`src/include/pll_cgm_regs.svh`:
```
`ifndef PLL_CGM_REGS_SVH
`define PLL_CGM_REGS_SVH

// Register indices on the plain register port
`define CGM_ADDR_CTRL     3'h0
`define CGM_ADDR_BW       3'h1
`define CGM_ADDR_MUL_LO   3'h2
`define CGM_ADDR_MUL_HI   3'h3
`define CGM_ADDR_RANGE    3'h4

// Field positions in the control register
`define CGM_CTRL_IRQ_EN   7
`define CGM_CTRL_IRQ_FLAG 6
`define CGM_CTRL_POWER    5
`define CGM_CTRL_CHOICE   4
`define CGM_CTRL_KEEP     3

// Field positions in the bandwidth register
`define CGM_BW_AUTO       7
`define CGM_BW_LOCK       6
`define CGM_BW_TRACK      5

// Reset values
`define CGM_MUL_RST       12'h040
`define CGM_LIN_RST       8'h40
`define CGM_AUTO_RST      1'h0

// Nominal VCO center frequency in Hz (71.4 kHz)
`define CGM_NOM_CENTER_HZ 32'h000116E8

// Lock detector: reference edges per window, and allowed feedback count error
`define CGM_LOCK_WINDOW   8'h10
`define CGM_LOCK_TOL      8'h01

// Source edges to wait on each clock during a base clock change
`define CGM_SWITCH_EDGES  2'h3

`endif

```
`src/include/pll_cgm_pkg.sv`:
```
package pll_cgm_pkg;

    // Software control fields
    typedef struct packed {
        logic       irq_en;
        logic       power_on;
        logic       choice;
        logic       keep_stop;
        logic [1:0] range_e;
    } ctrl_t;

    // Register port request
    typedef struct packed {
        logic [2:0] addr;
        logic [7:0] wdata;
        logic       we;
        logic       re;
    } bus_req_t;

    // Phase detector correction pulse
    typedef struct packed {
        logic up;
        logic down;
    } pump_t;

    // Base clock switch states
    typedef enum logic [0:0] {
        SW_RUN  = 1'b0,
        SW_WAIT = 1'b1
    } switch_state_t;

endpackage

```
`src/hw/pll_clock_generator_control.sv`:
```
// Operation
// RULE1: Oscillator runs on enable or keep-in-stop bit
// RULE2: Reference clock is buffered crystal clock
// RULE3: Feedback divider divides VCO clock by N
// RULE4: Phase detector emits up/down correction pulses
// RULE5: Lock detector compares frequencies per reference window
// RULE6: Acquisition mode reads tracking bit clear
// RULE7: Tracking mode whenever tracking bit set
// RULE8: Auto mode: lock detector switches filter mode
// RULE9: Auto mode: tracking bit read-only, follows tolerance
// RULE10: Auto mode: settled bit read-only, follows tolerance
// RULE11: Auto with enable: interrupt on settled change
// RULE12: Manual mode: tracking bit software writable
// RULE13: Software clears tracking bit before power-on
// RULE14: Software waits acquisition time before tracking
// RULE15: Software waits lock time before VCO select
// RULE16: Manual mode: no settled bit, no interrupt
// RULE17: Software selects VCO only when settled
// RULE18: VCO is N times reference; bus quarter
// RULE19: Software picks E by VCO range, never 3
// RULE20: Center frequency is L times 2^E times nominal
// RULE21: Multiplier zero behaves as one
// RULE22: Linear factor zero disables synthesizer, forces crystal
// RULE23: Refuse unsafe power and selection changes
// RULE24: Hold output across switch, then divide by two
// RULE25: Lock detector status synchronised before use
//
// Our own choices: the register offsets and strobed register access.
`timescale 1ns/10ps
`include "pll_cgm_regs.svh"
module pll_clock_generator_control (
    // Clock and reset
    input  wire logic                    ref_clk,
    input  wire logic                    rst_n,
    // Register port
    input  wire pll_cgm_pkg::bus_req_t   bus_req,
    output      logic [7:0]              rdata,
    // Integration module and analog clocks
    input  wire logic                    integration_osc_enable,
    input  wire logic                    crystal_clock,
    input  wire logic                    vco_clock,
    // Oscillator and synthesizer controls
    output      logic                    crystal_osc_run,
    output      logic                    vco_enable,
    output      logic [31:0]             vco_center_hz,
    output      logic                    filter_tracking_mode,
    // Derived clocks and correction pulse
    output      logic                    reference_clock,
    output      logic                    final_reference_clock,
    output      logic                    feedback_divided_clock,
    output      pll_cgm_pkg::pump_t      pump,
    // Base clock and interrupt
    output      logic                    base_clock_out,
    output      logic                    base_clock_is_vco,
    output      logic                    settle_irq
);
    import pll_cgm_pkg::*;

    ctrl_t         ctrl_reg;          // Software control fields
    logic          auto_reg;          // Automatic bandwidth mode
    logic          track_manual_reg;  // Software tracking choice in manual mode
    logic [11:0]   mult_reg;          // Multiplier N
    logic [7:0]    lin_reg;           // Linear factor L
    logic          lock_reg;          // Frequency-settled bit
    logic          irq_flag_reg;      // Pending settle interrupt
    logic [1:0]    clk_s;             // Synchronised crystal and VCO clocks
    logic [1:0]    clk_prev_reg;      // Previous synchronised levels
    logic          xtal_edge;         // Crystal rising edge
    logic          vco_edge;          // VCO rising edge
    logic [11:0]   n_eff;             // Effective divide ratio
    logic [11:0]   div_cnt_reg;       // Feedback divider count
    logic [7:0]    win_cnt_reg;       // Reference edges in window
    logic [7:0]    fb_cnt_reg;        // Feedback edges in window
    logic          in_tol_raw_reg;    // Detector verdict, slow side
    logic          in_tol_s;          // Verdict after synchroniser
    logic          track_bit;         // Tracking status as seen by software
    logic          target_vco;        // Requested and allowed VCO selection
    switch_state_t sw_state_reg;      // Base clock switch state
    logic [1:0]    xtal_wait_reg;     // Crystal edges seen during switch
    logic [1:0]    vco_wait_reg;      // VCO edges seen during switch
    logic          sel_edge;          // Edge of the selected source
    logic          wr_ctrl;           // Control register write
    logic          rd_ctrl;           // Control register read
    logic          power_change;      // Write would toggle power
    logic          choice_change;     // Write would toggle selection

    // Both pin clocks cross in from outside the ref_clk domain
    clock_sync_cell #(.WIDTH(2)) u_clk_sync (
        .ref_clk  (ref_clk),
        .rst_n    (rst_n),
        .async_in ({vco_clock, crystal_clock}),
        .sync_out (clk_s)
    );

    // Detector verdict passes a synchroniser before status or interrupt use it
    clock_sync_cell #(.WIDTH(1)) u_lock_sync (
        .ref_clk  (ref_clk),
        .rst_n    (rst_n),
        .async_in (in_tol_raw_reg),
        .sync_out (in_tol_s)                              // RULE25
    );

    assign xtal_edge     = clk_s[0] & ~clk_prev_reg[0];
    assign vco_edge      = clk_s[1] & ~clk_prev_reg[1];
    assign n_eff         = (mult_reg == 12'h000) ? 12'h001 : mult_reg;   // RULE21
    assign track_bit     = auto_reg ? in_tol_s : track_manual_reg;       // RULE8 RULE9 RULE12
    assign target_vco    = ctrl_reg.choice & ctrl_reg.power_on & (lin_reg != 8'h00); // RULE22
    assign sel_edge      = base_clock_is_vco ? vco_edge : xtal_edge;
    assign wr_ctrl       = bus_req.we & (bus_req.addr == `CGM_ADDR_CTRL);
    assign rd_ctrl       = bus_req.re & (bus_req.addr == `CGM_ADDR_CTRL);
    assign power_change  = bus_req.wdata[`CGM_CTRL_POWER] != ctrl_reg.power_on;
    assign choice_change = bus_req.wdata[`CGM_CTRL_CHOICE] != ctrl_reg.choice;

    // Edge history for the synchronised clocks
    always_ff @(posedge ref_clk or negedge rst_n)
    begin
        if (!rst_n)
            clk_prev_reg <= 2'h0;
        else
            clk_prev_reg <= clk_s;
    end

    // Control register, with interlocks on power and selection
    always_ff @(posedge ref_clk or negedge rst_n)
    begin
        if (!rst_n)
            ctrl_reg <= '0;
        else if (wr_ctrl)
        begin
            ctrl_reg.irq_en    <= bus_req.wdata[`CGM_CTRL_IRQ_EN];
            ctrl_reg.keep_stop <= bus_req.wdata[`CGM_CTRL_KEEP];
            ctrl_reg.range_e   <= bus_req.wdata[1:0];
            // A joint change of both bits is dropped whole
            if (!(power_change && choice_change))                        // RULE23
            begin
                // Power may not drop while the VCO is chosen
                if (!(ctrl_reg.choice && !bus_req.wdata[`CGM_CTRL_POWER])) // RULE23
                    ctrl_reg.power_on <= bus_req.wdata[`CGM_CTRL_POWER];
                // VCO may not be chosen while power is off
                if (!(bus_req.wdata[`CGM_CTRL_CHOICE] && !ctrl_reg.power_on)) // RULE23
                    ctrl_reg.choice <= bus_req.wdata[`CGM_CTRL_CHOICE];
            end
        end
    end

    // Bandwidth register: mode bit and manual tracking choice
    always_ff @(posedge ref_clk or negedge rst_n)
    begin
        if (!rst_n)
        begin
            auto_reg         <= `CGM_AUTO_RST;
            track_manual_reg <= 1'b0;
        end
        else if (bus_req.we && bus_req.addr == `CGM_ADDR_BW)
        begin
            auto_reg <= bus_req.wdata[`CGM_BW_AUTO];
            // Only honoured when the write leaves the block in manual mode
            if (!bus_req.wdata[`CGM_BW_AUTO])
                track_manual_reg <= bus_req.wdata[`CGM_BW_TRACK];        // RULE12
        end
    end

    // Multiplier and linear factor
    always_ff @(posedge ref_clk or negedge rst_n)
    begin
        if (!rst_n)
        begin
            mult_reg <= `CGM_MUL_RST;
            lin_reg  <= `CGM_LIN_RST;
        end
        else if (bus_req.we)
        begin
            case (bus_req.addr)
                `CGM_ADDR_MUL_LO: mult_reg[7:0]  <= bus_req.wdata;
                `CGM_ADDR_MUL_HI: mult_reg[11:8] <= bus_req.wdata[3:0];
                `CGM_ADDR_RANGE:  lin_reg        <= bus_req.wdata;
                default:          mult_reg       <= mult_reg;
            endcase
        end
    end

    // Read data one cycle after the strobe; unmapped reads return zero
    always_ff @(posedge ref_clk or negedge rst_n)
    begin
        if (!rst_n)
            rdata <= 8'h00;
        else if (bus_req.re)
        begin
            case (bus_req.addr)
                `CGM_ADDR_CTRL:   rdata <= {ctrl_reg.irq_en, irq_flag_reg, ctrl_reg.power_on,
                                            ctrl_reg.choice, ctrl_reg.keep_stop, 1'b0, ctrl_reg.range_e};
                `CGM_ADDR_BW:     rdata <= {auto_reg, lock_reg, track_bit, 5'h00};   // RULE6 RULE10
                `CGM_ADDR_MUL_LO: rdata <= mult_reg[7:0];
                `CGM_ADDR_MUL_HI: rdata <= {4'h0, mult_reg[11:8]};
                `CGM_ADDR_RANGE:  rdata <= lin_reg;
                default:          rdata <= 8'h00;
            endcase
        end
    end

    // Oscillator enable and synthesizer power
    always_ff @(posedge ref_clk or negedge rst_n)
    begin
        if (!rst_n)
        begin
            crystal_osc_run <= 1'b0;
            vco_enable      <= 1'b0;
        end
        else
        begin
            crystal_osc_run <= integration_osc_enable | ctrl_reg.keep_stop;  // RULE1
            vco_enable      <= ctrl_reg.power_on & (lin_reg != 8'h00);       // RULE22
        end
    end

    // Programmed center frequency; E of 3 is left to software to avoid
    always_ff @(posedge ref_clk or negedge rst_n)
    begin
        if (!rst_n)
            vco_center_hz <= 32'h00000000;
        else
            vco_center_hz <= 32'(({24'h000000, lin_reg} << ctrl_reg.range_e) * `CGM_NOM_CENTER_HZ); // RULE20
    end

    // Buffered reference copies; no reference predivider in this block
    always_ff @(posedge ref_clk or negedge rst_n)
    begin
        if (!rst_n)
        begin
            reference_clock       <= 1'b0;
            final_reference_clock <= 1'b0;
        end
        else
        begin
            reference_clock       <= clk_s[0];                           // RULE2
            final_reference_clock <= clk_s[0];
        end
    end

    // Modulo-N feedback divider: one strobe every N VCO edges
    always_ff @(posedge ref_clk or negedge rst_n)
    begin
        if (!rst_n)
        begin
            div_cnt_reg            <= 12'h000;
            feedback_divided_clock <= 1'b0;
        end
        else
        begin
            feedback_divided_clock <= 1'b0;
            if (vco_edge)
            begin
                if (div_cnt_reg >= n_eff - 12'h001)                      // RULE3
                begin
                    div_cnt_reg            <= 12'h000;
                    feedback_divided_clock <= 1'b1;
                end
                else
                    div_cnt_reg <= div_cnt_reg + 12'h001;
            end
        end
    end

    // Phase-frequency detector; whichever edge leads opens the pulse
    always_ff @(posedge ref_clk or negedge rst_n)
    begin
        if (!rst_n)
            pump <= '0;
        else if ((pump.up || xtal_edge) && (pump.down || feedback_divided_clock))
            pump <= '0;                                                  // RULE4
        else
        begin
            if (xtal_edge)
                pump.up <= 1'b1;
            if (feedback_divided_clock)
                pump.down <= 1'b1;
        end
    end

    // Frequency lock detector: window length set in reference edges
    always_ff @(posedge ref_clk or negedge rst_n)
    begin
        if (!rst_n)
        begin
            win_cnt_reg    <= 8'h00;
            fb_cnt_reg     <= 8'h00;
            in_tol_raw_reg <= 1'b0;
        end
        else if (!vco_enable)
        begin
            win_cnt_reg    <= 8'h00;
            fb_cnt_reg     <= 8'h00;
            in_tol_raw_reg <= 1'b0;
        end
        else
        begin
            if (xtal_edge && win_cnt_reg == `CGM_LOCK_WINDOW - 8'h01)
            begin
                // Window closes: feedback count must match within tolerance
                win_cnt_reg    <= 8'h00;
                fb_cnt_reg     <= {7'h00, feedback_divided_clock};
                in_tol_raw_reg <= (fb_cnt_reg + `CGM_LOCK_TOL >= `CGM_LOCK_WINDOW) &&
                                  (fb_cnt_reg <= `CGM_LOCK_WINDOW + `CGM_LOCK_TOL); // RULE5
            end
            else
            begin
                if (xtal_edge)
                    win_cnt_reg <= win_cnt_reg + 8'h01;
                // Saturate so a runaway VCO cannot wrap into tolerance
                if (feedback_divided_clock && fb_cnt_reg != 8'hFF)
                    fb_cnt_reg <= fb_cnt_reg + 8'h01;
            end
        end
    end

    // Filter mode drive and settled bit
    always_ff @(posedge ref_clk or negedge rst_n)
    begin
        if (!rst_n)
        begin
            filter_tracking_mode <= 1'b0;
            lock_reg             <= 1'b0;
        end
        else
        begin
            filter_tracking_mode <= track_bit;                           // RULE7
            lock_reg             <= auto_reg & in_tol_s;                 // RULE10 RULE16
        end
    end

    // Settle interrupt: set on each settled change, cleared by reading control
    always_ff @(posedge ref_clk or negedge rst_n)
    begin
        if (!rst_n)
            irq_flag_reg <= 1'b0;
        else if (auto_reg && ctrl_reg.irq_en && (lock_reg != (auto_reg & in_tol_s)))
            irq_flag_reg <= 1'b1;                                        // RULE11
        else if (rd_ctrl || !auto_reg)
            irq_flag_reg <= 1'b0;                                        // RULE16
    end

    always_ff @(posedge ref_clk or negedge rst_n)
    begin
        if (!rst_n)
            settle_irq <= 1'b0;
        else
            settle_irq <= irq_flag_reg & ctrl_reg.irq_en & auto_reg;
    end

    // Base clock switch: hold output, wait on the crystal and on a powered VCO, then swap
    always_ff @(posedge ref_clk or negedge rst_n)
    begin
        if (!rst_n)
        begin
            sw_state_reg      <= SW_RUN;
            xtal_wait_reg     <= 2'h0;
            vco_wait_reg      <= 2'h0;
            base_clock_is_vco <= 1'b0;
        end
        else
        begin
            case (sw_state_reg)
                SW_RUN:
                begin
                    if (target_vco != base_clock_is_vco)
                    begin
                        sw_state_reg  <= SW_WAIT;
                        xtal_wait_reg <= 2'h0;
                        vco_wait_reg  <= 2'h0;
                    end
                end
                SW_WAIT:
                begin
                    if (xtal_edge && xtal_wait_reg != `CGM_SWITCH_EDGES)
                        xtal_wait_reg <= xtal_wait_reg + 2'h1;
                    if (vco_edge && vco_wait_reg != `CGM_SWITCH_EDGES)
                        vco_wait_reg <= vco_wait_reg + 2'h1;
                    // A powered-down VCO gives no edges, so it is not waited on
                    if (xtal_wait_reg == `CGM_SWITCH_EDGES &&
                        (vco_wait_reg == `CGM_SWITCH_EDGES || !vco_enable)) // RULE24
                    begin
                        base_clock_is_vco <= target_vco;                 // RULE22
                        sw_state_reg      <= SW_RUN;
                    end
                end
                default: sw_state_reg <= SW_RUN;
            endcase
        end
    end

    // Divide the chosen source by two; frozen while switching
    always_ff @(posedge ref_clk or negedge rst_n)
    begin
        if (!rst_n)
            base_clock_out <= 1'b0;
        else if (sw_state_reg == SW_RUN && sel_edge)
            base_clock_out <= ~base_clock_out;                           // RULE18 RULE24
    end
endmodule

```
`src/hw/clock_sync_cell.sv`:
```
`timescale 1ns/10ps
module clock_sync_cell #(
    parameter int WIDTH = 1
) (
    // Clock and reset
    input  wire logic             ref_clk,
    input  wire logic             rst_n,
    // Asynchronous input and synchronised output
    input  wire logic [WIDTH-1:0] async_in,
    output      logic [WIDTH-1:0] sync_out
);

    logic [WIDTH-1:0] stage1_reg;   // Read only by the second stage

    // Two flops to settle metastability
    always_ff @(posedge ref_clk or negedge rst_n)
    begin
        if (!rst_n)
        begin
            stage1_reg <= '0;
            sync_out   <= '0;
        end
        else
        begin
            stage1_reg <= async_in;
            sync_out   <= stage1_reg;
        end
    end

endmodule

```
`config.mk`:
```
export PLATFORM = sky130hd
export DESIGN_NAME = pll_clock_generator_control
export DESIGN_NICKNAME = d
export VERILOG_FILES = /design/src/include/pll_cgm_pkg.sv /design/src/hw/pll_clock_generator_control.sv /design/src/hw/clock_sync_cell.sv
export VERILOG_INCLUDE_DIRS = /design/src /design/src/include
export SDC_FILE = /design/constraint.sdc
export NUM_CORES = 1
export LEC_CHECK = 0
export ABC_AREA = 1
export BUFFER_PORTS_ARGS = -buffer_cell sky130_fd_sc_hd__buf_2
export CAP_MARGIN = 20
export CORE_MARGIN = 4
export CORE_UTILIZATION = 57
export CTS_BUF_LIST = sky130_fd_sc_hd__clkbuf_8 sky130_fd_sc_hd__clkbuf_16
export DETAILED_ROUTE_END_ITERATION = 10
export PLACE_DENSITY = 0.73
export SYNTH_ARGS = -nofsm -noshare
export SYNTH_HDL_FRONTEND = slang
export SYNTH_HIERARCHICAL = 1
export SYNTH_SLANG_ARGS = --single-unit
```
`constraint.sdc`:
```
create_clock -name ref_clk -period 12 [get_ports ref_clk]
set_input_delay 1.2 -clock ref_clk [delete_from_list [all_inputs] [get_ports ref_clk]]
set_output_delay 1.2 -clock ref_clk [all_outputs]
set_load 0.02 [all_outputs]
```
# Word level (Yosys, flattened, before mapping)

Index checks and enable logic that the tools add are counted.
Widths: inputs -> output; s select.

Register bits: 119
Output and inout port bits: 51
Input port bits: 18

Mux-type cells: 28
Bitwise gates (word level): 19
Add/subtract/negate cells: 6
$mul: 1
Shifts and indexed selects: 1
Eq/ne operators: 20
Reductions and logical operators: 37
Magnitude comparators: 3

Operator list:

| operator               | number |
|---|---|
| $mux 8                 | 6 |
| $pmux 8 s5             | 1 |
| $mul 32x14->29 const B | 1 |
| $shl 8x2->32           | 1 |
| $mux 12                | 2 |
| $add 8x1->8 const B    | 2 |
| $logic_and 1x1->1      | 14 |
| $reduce_and 2->1       | 7 |
| $add 12x1->12 const B  | 1 |
| $ge 12x12->1           | 1 |
| $logic_not 12->1       | 1 |
| $mux 1                 | 12 |
| $sub 12x1->12 const B  | 1 |
| $and 1x1->1            | 10 |
| $eq 8x4->1 const B     | 1 |
| $ge 8x5->1 const B     | 1 |
| $le 8x5->1 const B     | 1 |
| $mux 2                 | 4 |
| $ne 8x8->1 const B     | 1 |
| $not 1->1              | 8 |
| $pmux 2 s2             | 2 |
| $reduce_bool 8->1      | 1 |
| $eq 3x2->1 const B     | 2 |
| $ne 2x1->1 const B     | 3 |
| 14 further kinds       | 31 |

# Depth between registers and ports, before layout

Gate-level depths: netlist of run 1.

Depth in word-level cells: 6
Mapped depth: 28
Depth with buffers taken out: 28

# Cells and area by module

The synthesis of run 1 kept the hierarchy.

Modules (own cells, without submodules):

| module                        | area an instance (µm²) | instances | cells an instance |
|---|---|---|---|
| pll_clock_generator_control   | 9056.2                 | 1         | 1156 |
| clock_sync_cell (u_clk_sync)  | 100.1                  | 1         | 4 |
| clock_sync_cell (u_lock_sync) | 50.0                   | 1         | 2 |

# Worst setup path before layout of run 1

No wires, ideal clock.

Path type: reg2reg
Start point: register ctrl_reg[0] (netlist bit)
End point: register vco_center_hz[23]
Path slack: 6.801 ns
Required time: 11.883 ns
Period minus slack after synthesis: 5.199 ns
Setup time: 0.117 ns
Stages on the path, launching flop included: 25
Data arrival time: 5.083 ns
Cell sequence: dfrtp_1 > buf_2 > buf_2 > nand2_1 > o21ai_0 > o21ai_0 > inv_1 > fa_1 > ha_1 > inv_1 > fa_1 > fa_1 > inv_1 > fa_1 > inv_1 > fa_1 > inv_1 > ha_1 > nand2_1 > nor2_1 > nand3_1 > nand3_1 > nand2_1 > nand3_1 > nand2_1

Longest elaborated chain between the ends: 2

RTL lines:

| what                     | line                               | RTL |
|---|---|---|
| from (decl)              | pll_clock_generator_control.sv:59  | `ctrl_t ctrl_reg;` |
| $shl 8x2->32             | pll_clock_generator_control.sv:222 | `` vco_center_hz <= 32'(({24'h000000, lin_reg} << ctrl_reg.range_e) * `CGM_NOM_CENTER_HZ); `` |
| $mul 32x14->29 (no line) | --                                 |  |
| to (signal assigned)     | pll_clock_generator_control.sv:222 |  |
| to (decl)                | pll_clock_generator_control.sv:45  | `output logic [31:0] vco_center_hz,` |

No other way between the ends.
A chain may end at the register's enable or synchronous reset.

# Final worst setup path of run 1

Ends and elaborated chain as after synthesis.

==> results.py, run 1 <==
metrics = {
    "yosys": {
        "mappedNetlistArea_sq_um": 9210,
        "synth_edf_count": 0,
        "ys_async_sr_fraction_pct": 100,
        "synth_seq_area_share_pct": 31.3,
        "yosys_warnings": 6,
        "gate_count_of_the_mapped_netlist": 1162,
        "synth_seq_cells": 115,
        "synth_top_flop_cell": "sky130_fd_sc_hd__dfrtp_1",
        "yosys.cell_types.count": 43,
        "mapped_avg_cell_area_sq_um": 7.92,
    },
    "cells_and_area": {
        "flip_flop_count_of_the_largest_register_all_copies_and_words_added": 26,
        "finish.net_count": 1415,
        "diodes_inserted": 0,
        "layout_commonest_cell": "sky130_fd_sc_hd__nand2_1",
        "area_growth_pct": 12.2,
        "final_cell_mix": "306 x sky130_fd_sc_hd__nand2_1, 202 x sky130_fd_sc_hd__inv_1, 121 x sky130_fd_sc_hd__ha_1, 113 x sky130_fd_sc_hd__dfrtp_1, 90 x sky130_fd_sc_hd__nor2_1",
        "layout-drive-gt1-share_pct": 11.5,
    },
    "cts": {
        "cts_buffer_depth": 2,
        "cts.root.buffer_cell": "sky130_fd_sc_hd__clkbuf_16",
        "cts.sinks": 115,
        "cts_tree": "yes",
        "clk_transition_reported_paths_ns": 0.06,
        "cts.htree.levels": 4,
        "cts_setup_buffers": 0,
        "clk-insertion-delay-late_ns": 0.42,
        "ctsResizeCount": 0,
        "post_cts_hold_buffer_count": 0,
        "cts_inserted_buffers": 17,
    },
    "run_status": {
        "run_status": "finished, final reports clean",
    },
    "drt": {
        "ant_nets": 0,
        "route.vias.total": 7478,
        "wire_per_inst_um": 13.9,
        "viasPerCell": 5.11,
        "route.final.wire_length_um": 20400,
        "detailedRoute.firstPassIterationCount": 5,
        "initialDrtViolationCount": 629,
        "drc": 0,
    },
    "die": {
        "die_x_um": 135,
        "i_o_pins": 69,
        "rows": 46,
        "fp.dieArea_sq_um": 18200,
        "die_h_um": 135,
        "design.core.area_sq_um": 15800,
        "initial_utilization_pct": 58.2,
    },
    "worst_setup_path": {
        "worst_r2r_startpoint": "ctrl_reg[0]",
        "endpoint_of_the_most_critical_register_to_register_path": "vco_center_hz[23]",
        "critical_path.endpoint_type": "flop",
        "critical_path_maximum_fanout": 18,
        "critical_path_required_ns": 12.31,
        "reg2regPathDepth": 21,
        "criticalPathCategory": "reg2reg",
        "ff2ff_setup_slack_ns": 6.22,
        "worst_setup_path_start_kind": "flop",
        "critPathArrivalTime_ns": 6.09,
    },
    "timing": {
        "max_slew.worst_pin.slew_ns": 1.03,
        "fmaxAchievable_mhz": 173,
        "aggregate_negative_setup_slack_ns": 0,
        "timing.final.setup_violations": 0,
        "rsz0062_at_grt": "false",
        "max-slew-margin-rel_pct": 29.3,
        "setup_clock_skew_after_layout_ns": 0.0117,
        "post-route-period-util_pct": 48.2,
        "final.min_clock_period_ns": 5.78,
        "max_slew_vio_count": 0,
        "finalHoldViolCount": 0,
    },
    "worst_hold_path": {
        "timing.hold.worst_path_depth": 0,
        "hp-class": "reg2reg",
        "holdPathEnd": "u_clk_sync/sync_out[0]",
        "min_delay_src": "u_clk_sync/stage1_reg[0]",
    },
    "run": {
        "cap_violations": 0,
    },
    "grt": {
        "globalRoute.totalOverflow": 0,
        "global_route_wire_length_before_repair_um": 34800,
        "first_global_vias": 7184,
        "groute.usage.overall_pct": 23.8,
        "maximum_number_of_pins_on_one_net_before_global_route_repair": 65,
        "antenna_found_initial": 0,
    },
    "placement": {
        "gp_routability_congestion": 0.913,
        "dp_hpwl_um": 16000,
        "io_buffer_count": 62,
    },
}
[worst max-delay path: stages (launching register included)]
cell	delay, ns
sky130_fd_sc_hd__dfrtp_1	0.62
sky130_fd_sc_hd__o21ai_0	0.22
sky130_fd_sc_hd__o21ai_0	0.46
sky130_fd_sc_hd__inv_1	0.29
sky130_fd_sc_hd__fa_1	0.43
sky130_fd_sc_hd__ha_1	0.28
sky130_fd_sc_hd__inv_1	0.05
sky130_fd_sc_hd__fa_1	0.46
sky130_fd_sc_hd__fa_1	0.49
sky130_fd_sc_hd__inv_1	0.05
sky130_fd_sc_hd__fa_1	0.52
sky130_fd_sc_hd__inv_1	0.05
sky130_fd_sc_hd__fa_1	0.52
sky130_fd_sc_hd__inv_1	0.05
sky130_fd_sc_hd__ha_1	0.35
sky130_fd_sc_hd__nand2_1	0.11
sky130_fd_sc_hd__nor2_1	0.24
sky130_fd_sc_hd__nand3_1	0.12
sky130_fd_sc_hd__nand3_1	0.14
sky130_fd_sc_hd__nand2_1	0.10
sky130_fd_sc_hd__nand3_1	0.07
sky130_fd_sc_hd__nand2_1	0.05
[synth_stat cells (4+ instances only)]
master	count	share of area [%]
sky130_fd_sc_hd__or2_1	4	0.27
sky130_fd_sc_hd__dfrtp_1	113	31
sky130_fd_sc_hd__nand3_1	47	2.6
sky130_fd_sc_hd__fa_1	42	9.1
sky130_fd_sc_hd__buf_4	7	0.57
sky130_fd_sc_hd__o21ai_1	35	1.9
sky130_fd_sc_hd__inv_2	16	0.65
sky130_fd_sc_hd__xor2_1	20	1.9
sky130_fd_sc_hd__ha_1	121	16
sky130_fd_sc_hd__a21oi_1	33	1.8
sky130_fd_sc_hd__nor3_1	13	0.71
sky130_fd_sc_hd__nand4_1	8	0.54
sky130_fd_sc_hd__nor2_2	5	0.34
sky130_fd_sc_hd__xnor2_1	7	0.67
sky130_fd_sc_hd__inv_1	202	8.2
sky130_fd_sc_hd__o21ai_2	8	0.76
sky130_fd_sc_hd__nor2_1	90	3.7
sky130_fd_sc_hd__o21ai_0	35	1.9
sky130_fd_sc_hd__buf_2	5	0.27
sky130_fd_sc_hd__nand2_2	6	0.41
sky130_fd_sc_hd__nand2_1	306	12
sky130_fd_sc_hd__o21a_1	5	0.41
[worst max path at each step]
stage	cells past startpoint	startpoint	slack (ns)	end
global route	22	ctrl_reg[0]	5.78	vco_center_hz[23]
finish	21	ctrl_reg[0]	6.22	vco_center_hz[23]
floorplan	24	ctrl_reg[0]	6.80	vco_center_hz[23]
CTS	21	ctrl_reg[0]	6.24	vco_center_hz[23]
global placement	21	ctrl_reg[0]	6.33	vco_center_hz[24]
detailed placement	21	ctrl_reg[0]	6.27	vco_center_hz[23]
[cell type report]
type | instances | area [sq um]
clock buffers | 18 | 439
well taps | 216 | 270
multi-input cells | 819 | 5420
flip-flops and latches | 115 | 2880
repair buffers | 63 | 320
clock inverters | 14 | 174
fillers | 1384 | 5500
inverters | 218 | 818
[metal layers]
| metal | track usage, % | wire (um) |
|---|---|---|
| met1 | 36.0 | 10000 |
| met2 | 35.3 | 8910 |
| met3 | 4.73 | 1180 |
| met4 | 5.71 | 292 |
| met5 | 0 | 0 |
[stage by stage]
step                worst slack [ns]  cell area (sq um)  std cells  hold slack [ns]  utilization (%)
CTS                             6.24              10300       1463            0.354             65.2
detailed placement              6.27               9710       1431            0.339             61.4
finish                          6.22              10300       1463            0.354             65.2
global placement                6.33               9710       1431            0.332             61.4
global route                    5.78              10300       1463            0.367             65.2
floorplan                       6.80               9230       1167            0.331                -
[kinds of logic after synthesis]
group	synth area share (%)
AO/OA/AOI/OAI	7.52
XOR/XNOR	2.57
other	0.0407
AND/OR/NAND/NOR	22.8
buffers and inverters	10.0
adder cells (fa/ha/maj)	25.6
flip-flops	31.3
multiplexers	0.217
Power of run 1 is not shown: default switching activity piles up to over one toggle a cycle in this logic, so the estimate is an artifact.
==> run 2: changes to the inputs <==
- clock period: 12 -> 6.06 ns (I/O delays scaled with it)
==> results.py, run 2 (synthesis gave the netlist of run 1 again) <==
metrics = {
    "timing": {
        "aggregate_negative_setup_slack_ns": 0,
        "timing.final.setup_violations": 0,
        "fmaxAchievable_mhz": 179,
        "max-slew-margin-rel_pct": 38.8,
        "rsz0062_at_grt": "false",
        "max_slew.worst_pin.slew_ns": 0.918,
        "post-route-period-util_pct": 92.2,
        "finalHoldViolCount": 0,
        "max_slew_vio_count": 0,
        "final.min_clock_period_ns": 5.59,
        "setup_clock_skew_after_layout_ns": 0.0163,
    },
    "placement": {
        "placed_cell_area_sq_um": 9740,
        "gp_routability_congestion": 0.953,
        "io_buffer_count": 62,
        "dp_hpwl_um": 16800,
    },
    "die": {
        "die_h_um": 135,
        "die_x_um": 135,
        "design.core.area_sq_um": 15800,
        "rows": 46,
        "fp.dieArea_sq_um": 18200,
        "i_o_pins": 69,
        "initial_utilization_pct": 58.2,
    },
    "grt": {
        "grt.busiest_layer": "met2",
        "globalRoute.totalOverflow": 0,
        "groute.usage.overall_pct": 24.4,
        "antenna_found_initial": 0,
        "maximum_number_of_pins_on_one_net_before_global_route_repair": 69,
        "use_met3_pct": 4.77,
        "global_route_wire_length_before_repair_um": 35400,
        "groute.layer.met2.usage_pct": 36.7,
        "grt_use_met1_pct": 36.5,
        "first_global_vias": 7065,
    },
    "worst_hold_path": {
        "hp-class": "in2async",
    },
    "worst_setup_path": {
        "critical-path-max-stage-delay_ns": 0.54,
        "critical_path_maximum_fanout": 13,
        "cp_top_family": "adder cells",
        "path_cells": "inv_1, o21ai_1, inv_1, fa_1, ha_1, inv_1, fa_1, fa_1, inv_1, fa_1, inv_1, fa_1, inv_1, ha_1, nand2_1, nor2_1, nand3_1, nand3_1, nand2_1, nand3_1, nand2_1",
        "critical_path.most_common_cell": "sky130_fd_sc_hd__inv_1",
        "critical_path_required_ns": 6.37,
        "criticalPathCategory": "reg2reg",
        "critPathSlowestCell": "sky130_fd_sc_hd__fa_1",
        "critPathArrivalTime_ns": 5.90,
        "worst_setup_path_start_kind": "flop",
        "cp_num_buf_inv": 6,
        "critical_path.endpoint_type": "flop",
    },
    "cells_and_area": {
        "final_cell_mix": "306 x sky130_fd_sc_hd__nand2_1, 202 x sky130_fd_sc_hd__inv_1, 121 x sky130_fd_sc_hd__ha_1, 112 x sky130_fd_sc_hd__dfrtp_1, 90 x sky130_fd_sc_hd__nor2_1",
        "layout_commonest_cell": "sky130_fd_sc_hd__nand2_1",
        "diodes_inserted": 0,
        "area_growth_pct": 12.4,
        "flip_flop_count_of_the_largest_register_all_copies_and_words_added": 26,
        "finish.net_count": 1419,
        "layout-drive-gt1-share_pct": 11.8,
        "n_fill_cell": 1344,
        "post-route-cell-area_sq_um": 10300,
    },
    "cts": {
        "clk_transition_reported_paths_ns": 0.06,
        "post_cts_hold_buffer_count": 0,
        "cts.root.buffer_cell": "sky130_fd_sc_hd__clkbuf_16",
        "cts_setup_buffers": 0,
        "cts.htree.levels": 4,
        "cts.sinks": 115,
        "cts_tree": "yes",
        "clk-insertion-delay-late_ns": 0.43,
        "cts_inserted_buffers": 17,
        "cts_buffer_depth": 2,
    },
    "drt": {
        "wire_per_inst_um": 14.6,
        "route.vias.total": 7549,
        "route.final.wire_length_um": 21300,
        "initialDrtViolationCount": 450,
        "detailedRoute.firstPassIterationCount": 7,
        "ant_nets": 0,
        "viasPerCell": 5.15,
        "drc": 0,
    },
    "run": {
        "cap_violations": 0,
    },
    "run_status": {
        "run_status": "finished, final reports clean",
    },
}
[run 2: cell types whose count changed in the layout (fill, tap and decap cells not counted), sizes merged]
cell	delta
bufinv	-1
clkinv	-4
clkbuf	+1
clkinvlp	+5
inv	-1
buf	+4
[run 2: path summary, 6_finish.rpt]
check | from | endpoint | slack, ns | cells past startpoint
min in group ref_clk | crystal_clock | u_clk_sync/stage1_reg[0] | 0.28 | 1
worst max-delay path | ctrl_reg[1] | vco_center_hz[23] | 0.47 | 21
worst min-delay path | rst_n | vco_center_hz[13] | 0.21 | 1
worst min register to register | u_clk_sync/stage1_reg[0] | u_clk_sync/sync_out[0] | 0.36 | 0
worst max register to register | ctrl_reg[1] | vco_center_hz[23] | 0.47 | 21
max in group asynchronous | rst_n | div_cnt_reg[8] | 4.54 | 2
[run 2: final cells by class]
type,count,area [sq um],area share [%]
well taps,216,270,2.61
multi-input cells,819,5420,52.4
clock inverters,13,151,1.46
flip-flops and latches,115,2880,27.8
repair buffers,67,350,3.39
inverters,218,818,7.91
clock buffers,19,453,4.38
[run 2: routing by layer]
metal,up-vias,part of all wire (%)
li1,3785,-
met1,3534,48
met2,205,45
met3,25,5.7
met4,0,1.4
met5,-,0
[run 2: stage by stage]
stage                     std cells  setup WS, ns  hold slack (ns)  util, %
final                          1467         0.475            0.212     65.4
after detailed placement       1435         0.351            0.341     61.5
after global routing           1467         0.110            0.266     65.4
after CTS                      1467         0.317            0.235     65.4
after global placement         1435         0.592            0.332     61.5
after floorplan                1167         0.861            0.310        -
[run 2: worst reg2reg max path, delay by kind of cell, from the launching register on]
kind / cells / cell delay, ns
flops: 1 / 0.51
fa+ha+maj: 7 / 3.04
simple gates: 7 / 0.87
buf+inv: 6 / 0.71
compound gates: 1 / 0.36
[run 2: timing repair]
action / CTS / global route
setup endpoints to repair: 0 / 3
endpoints found under the hold margin: 0 / 0
resized for setup: 0 / 3
Power of run 2 is left out for the same reason.
==> run 3: changes to the inputs <==
- CTS_CLUSTER_SIZE: not set -> 8
- RECOVER_POWER: not set -> 50
==> results.py, run 3 (synthesis gave the netlist of run 1 again) <==
metrics = {
    "cells_and_area": {
        "fin_cells": 1467,
        "n_fill_cell": 1380,
        "final_cell_mix": "311 x sky130_fd_sc_hd__nand2_1, 205 x sky130_fd_sc_hd__inv_1, 121 x sky130_fd_sc_hd__ha_1, 112 x sky130_fd_sc_hd__dfrtp_1, 94 x sky130_fd_sc_hd__nor2_1",
        "diodes_inserted": 0,
        "finish.net_count": 1419,
        "layout_commonest_cell": "sky130_fd_sc_hd__nand2_1",
        "layout-drive-gt1-share_pct": 7.51,
        "flip_flop_count_of_the_largest_register_all_copies_and_words_added": 26,
        "area.sequential_sq_um": 2880,
        "multi_input_area_sq_um": 5320,
        "area_growth_pct": 10.9,
    },
    "timing": {
        "post-route-period-util_pct": 91.8,
        "timing.final.setup_violations": 0,
        "aggregate_negative_setup_slack_ns": 0,
        "rsz0062_at_grt": "false",
        "fmaxAchievable_mhz": 180,
        "max_slew_vio_count": 49,
        "setup_clock_skew_after_layout_ns": 0.0126,
        "finalHoldViolCount": 0,
        "max_slew.worst_pin.slew_ns": 2.68,
        "final.min_clock_period_ns": 5.56,
        "max-slew-margin-rel_pct": -78.9,
    },
    "die": {
        "rows": 46,
        "design.core.area_sq_um": 15800,
        "die_h_um": 135,
        "fp.dieArea_sq_um": 18200,
        "initial_utilization_pct": 58.2,
        "die_x_um": 135,
        "i_o_pins": 69,
    },
    "worst_setup_path": {
        "cp_top_family": "adder cells",
        "critPathSlowestCell": "sky130_fd_sc_hd__fa_1",
        "critical_path_required_ns": 6.37,
        "critical-path-max-stage-delay_ns": 0.54,
        "ff2ff_setup_slack_ns": 0.50,
        "cp_num_buf_inv": 5,
        "worst_setup_path_start_kind": "flop",
        "critPathArrivalTime_ns": 5.87,
        "path_cells": "nand2_1, o21ai_0, o21ai_0, inv_1, fa_1, ha_1, inv_1, fa_1, fa_1, inv_1, fa_1, inv_1, fa_1, inv_1, ha_1, nand2_1, nor2_1, nand3_1, nand3_1, nand2_1, nand3_1, nand2_1",
        "critical_path.endpoint_type": "flop",
        "criticalPathCategory": "reg2reg",
        "critical_path_maximum_fanout": 18,
    },
    "worst_hold_path": {
        "hp-class": "in2reg",
    },
    "cts": {
        "cts.htree.levels": 4,
        "cts.root.buffer_cell": "sky130_fd_sc_hd__clkbuf_16",
        "cts_inserted_buffers": 17,
        "clk-insertion-delay-late_ns": 0.43,
        "clk_transition_reported_paths_ns": 0.06,
        "post_cts_hold_buffer_count": 0,
        "cts_tree": "yes",
        "cts_buffer_depth": 2,
        "cts.sinks": 115,
    },
    "run_status": {
        "violations_in_the_final_reports": "max-capacitance violations, max-slew violations",
        "run_status": "complete, but fails checks",
    },
    "grt": {
        "globalRoute.totalOverflow": 0,
        "first_global_vias": 7065,
        "groute.usage.overall_pct": 24.4,
        "antenna_found_initial": 0,
        "global_route_wire_length_before_repair_um": 35400,
        "maximum_number_of_pins_on_one_net_before_global_route_repair": 69,
    },
    "drt": {
        "ant_nets": 0,
        "initialDrtViolationCount": 553,
        "viasPerCell": 5.17,
        "wire_per_inst_um": 14.6,
        "route.vias.total": 7587,
        "route.final.wire_length_um": 21400,
        "detailedRoute.firstPassIterationCount": 7,
        "drc": 0,
    },
    "placement": {
        "io_buffer_count": 62,
        "dp_hpwl_um": 16800,
        "dp_cells": 1435,
        "gp_routability_congestion": 0.953,
    },
    "run": {
        "cap_violations": 1,
    },
}
-- run 3: cell types whose count changed in the layout (fill, tap and decap cells not counted), moves of 7 or more --
cell	delta
sky130_fd_sc_hd__clkbuf_1	+28
sky130_fd_sc_hd__o21ai_2	-7
sky130_fd_sc_hd__o21ai_1	-14
sky130_fd_sc_hd__o21ai_0	+21
sky130_fd_sc_hd__buf_2	-27
-- run 3: path summary, 6_finish.rpt --
check / startpoint / to / cells past startpoint
min in group asynchronous: rst_n / vco_center_hz[7] / 1
worst max register to register: ctrl_reg[0] / vco_center_hz[23] / 22
worst min-delay path: crystal_clock / u_clk_sync/stage1_reg[0] / 1
max in group asynchronous: rst_n / div_cnt_reg[8] / 2
worst min register to register: u_clk_sync/stage1_reg[0] / u_clk_sync/sync_out[0] / 0
worst max-delay path: ctrl_reg[0] / vco_center_hz[23] / 22
-- run 3: per-layer routing --
metal  share of wire (%)  global-route usage [%]
met5                   0                       0
met4                 1.4                    6.22
met3                 5.4                    4.77
met2                  44                    36.7
met1                  49                    36.5
-- run 3: layout make-up --
| cell class | instances | area share [%] |
|---|---|---|
| Multi-Input combinational cell | 819 | 52.1 |
| Sequential cell | 115 | 28.2 |
| Tap cell | 216 | 2.65 |
| Inverter | 218 | 8.02 |
| Clock inverter | 13 | 1.48 |
| Clock buffer | 19 | 4.44 |
| Timing Repair Buffer | 67 | 3.06 |
-- run 3: through the flow --
| stage | hold slack, ns | utilization, % | cell area [sq um] | worst slack, ns |
|---|---|---|---|---|
| final | 0.288 | 64.5 | 10200 | 0.497 |
| after global placement | 0.332 | 61.5 | 9740 | 0.592 |
| after global routing | 0.275 | 64.5 | 10200 | 0.142 |
| after CTS | 0.235 | 65.4 | 10300 | 0.317 |
| after detailed placement | 0.341 | 61.5 | 9740 | 0.351 |
| after floorplan | 0.310 | - | 9230 | 0.861 |
-- run 3: repair_timing --
action / 4_1_cts / 5_1_grt
endpoints found under the hold margin: 0 / 0
setup endpoints to repair: 0 / 3
resized for setup: 0 / 3
buffers inserted: 0 / 0
Power of run 3 is left out for the same reason.
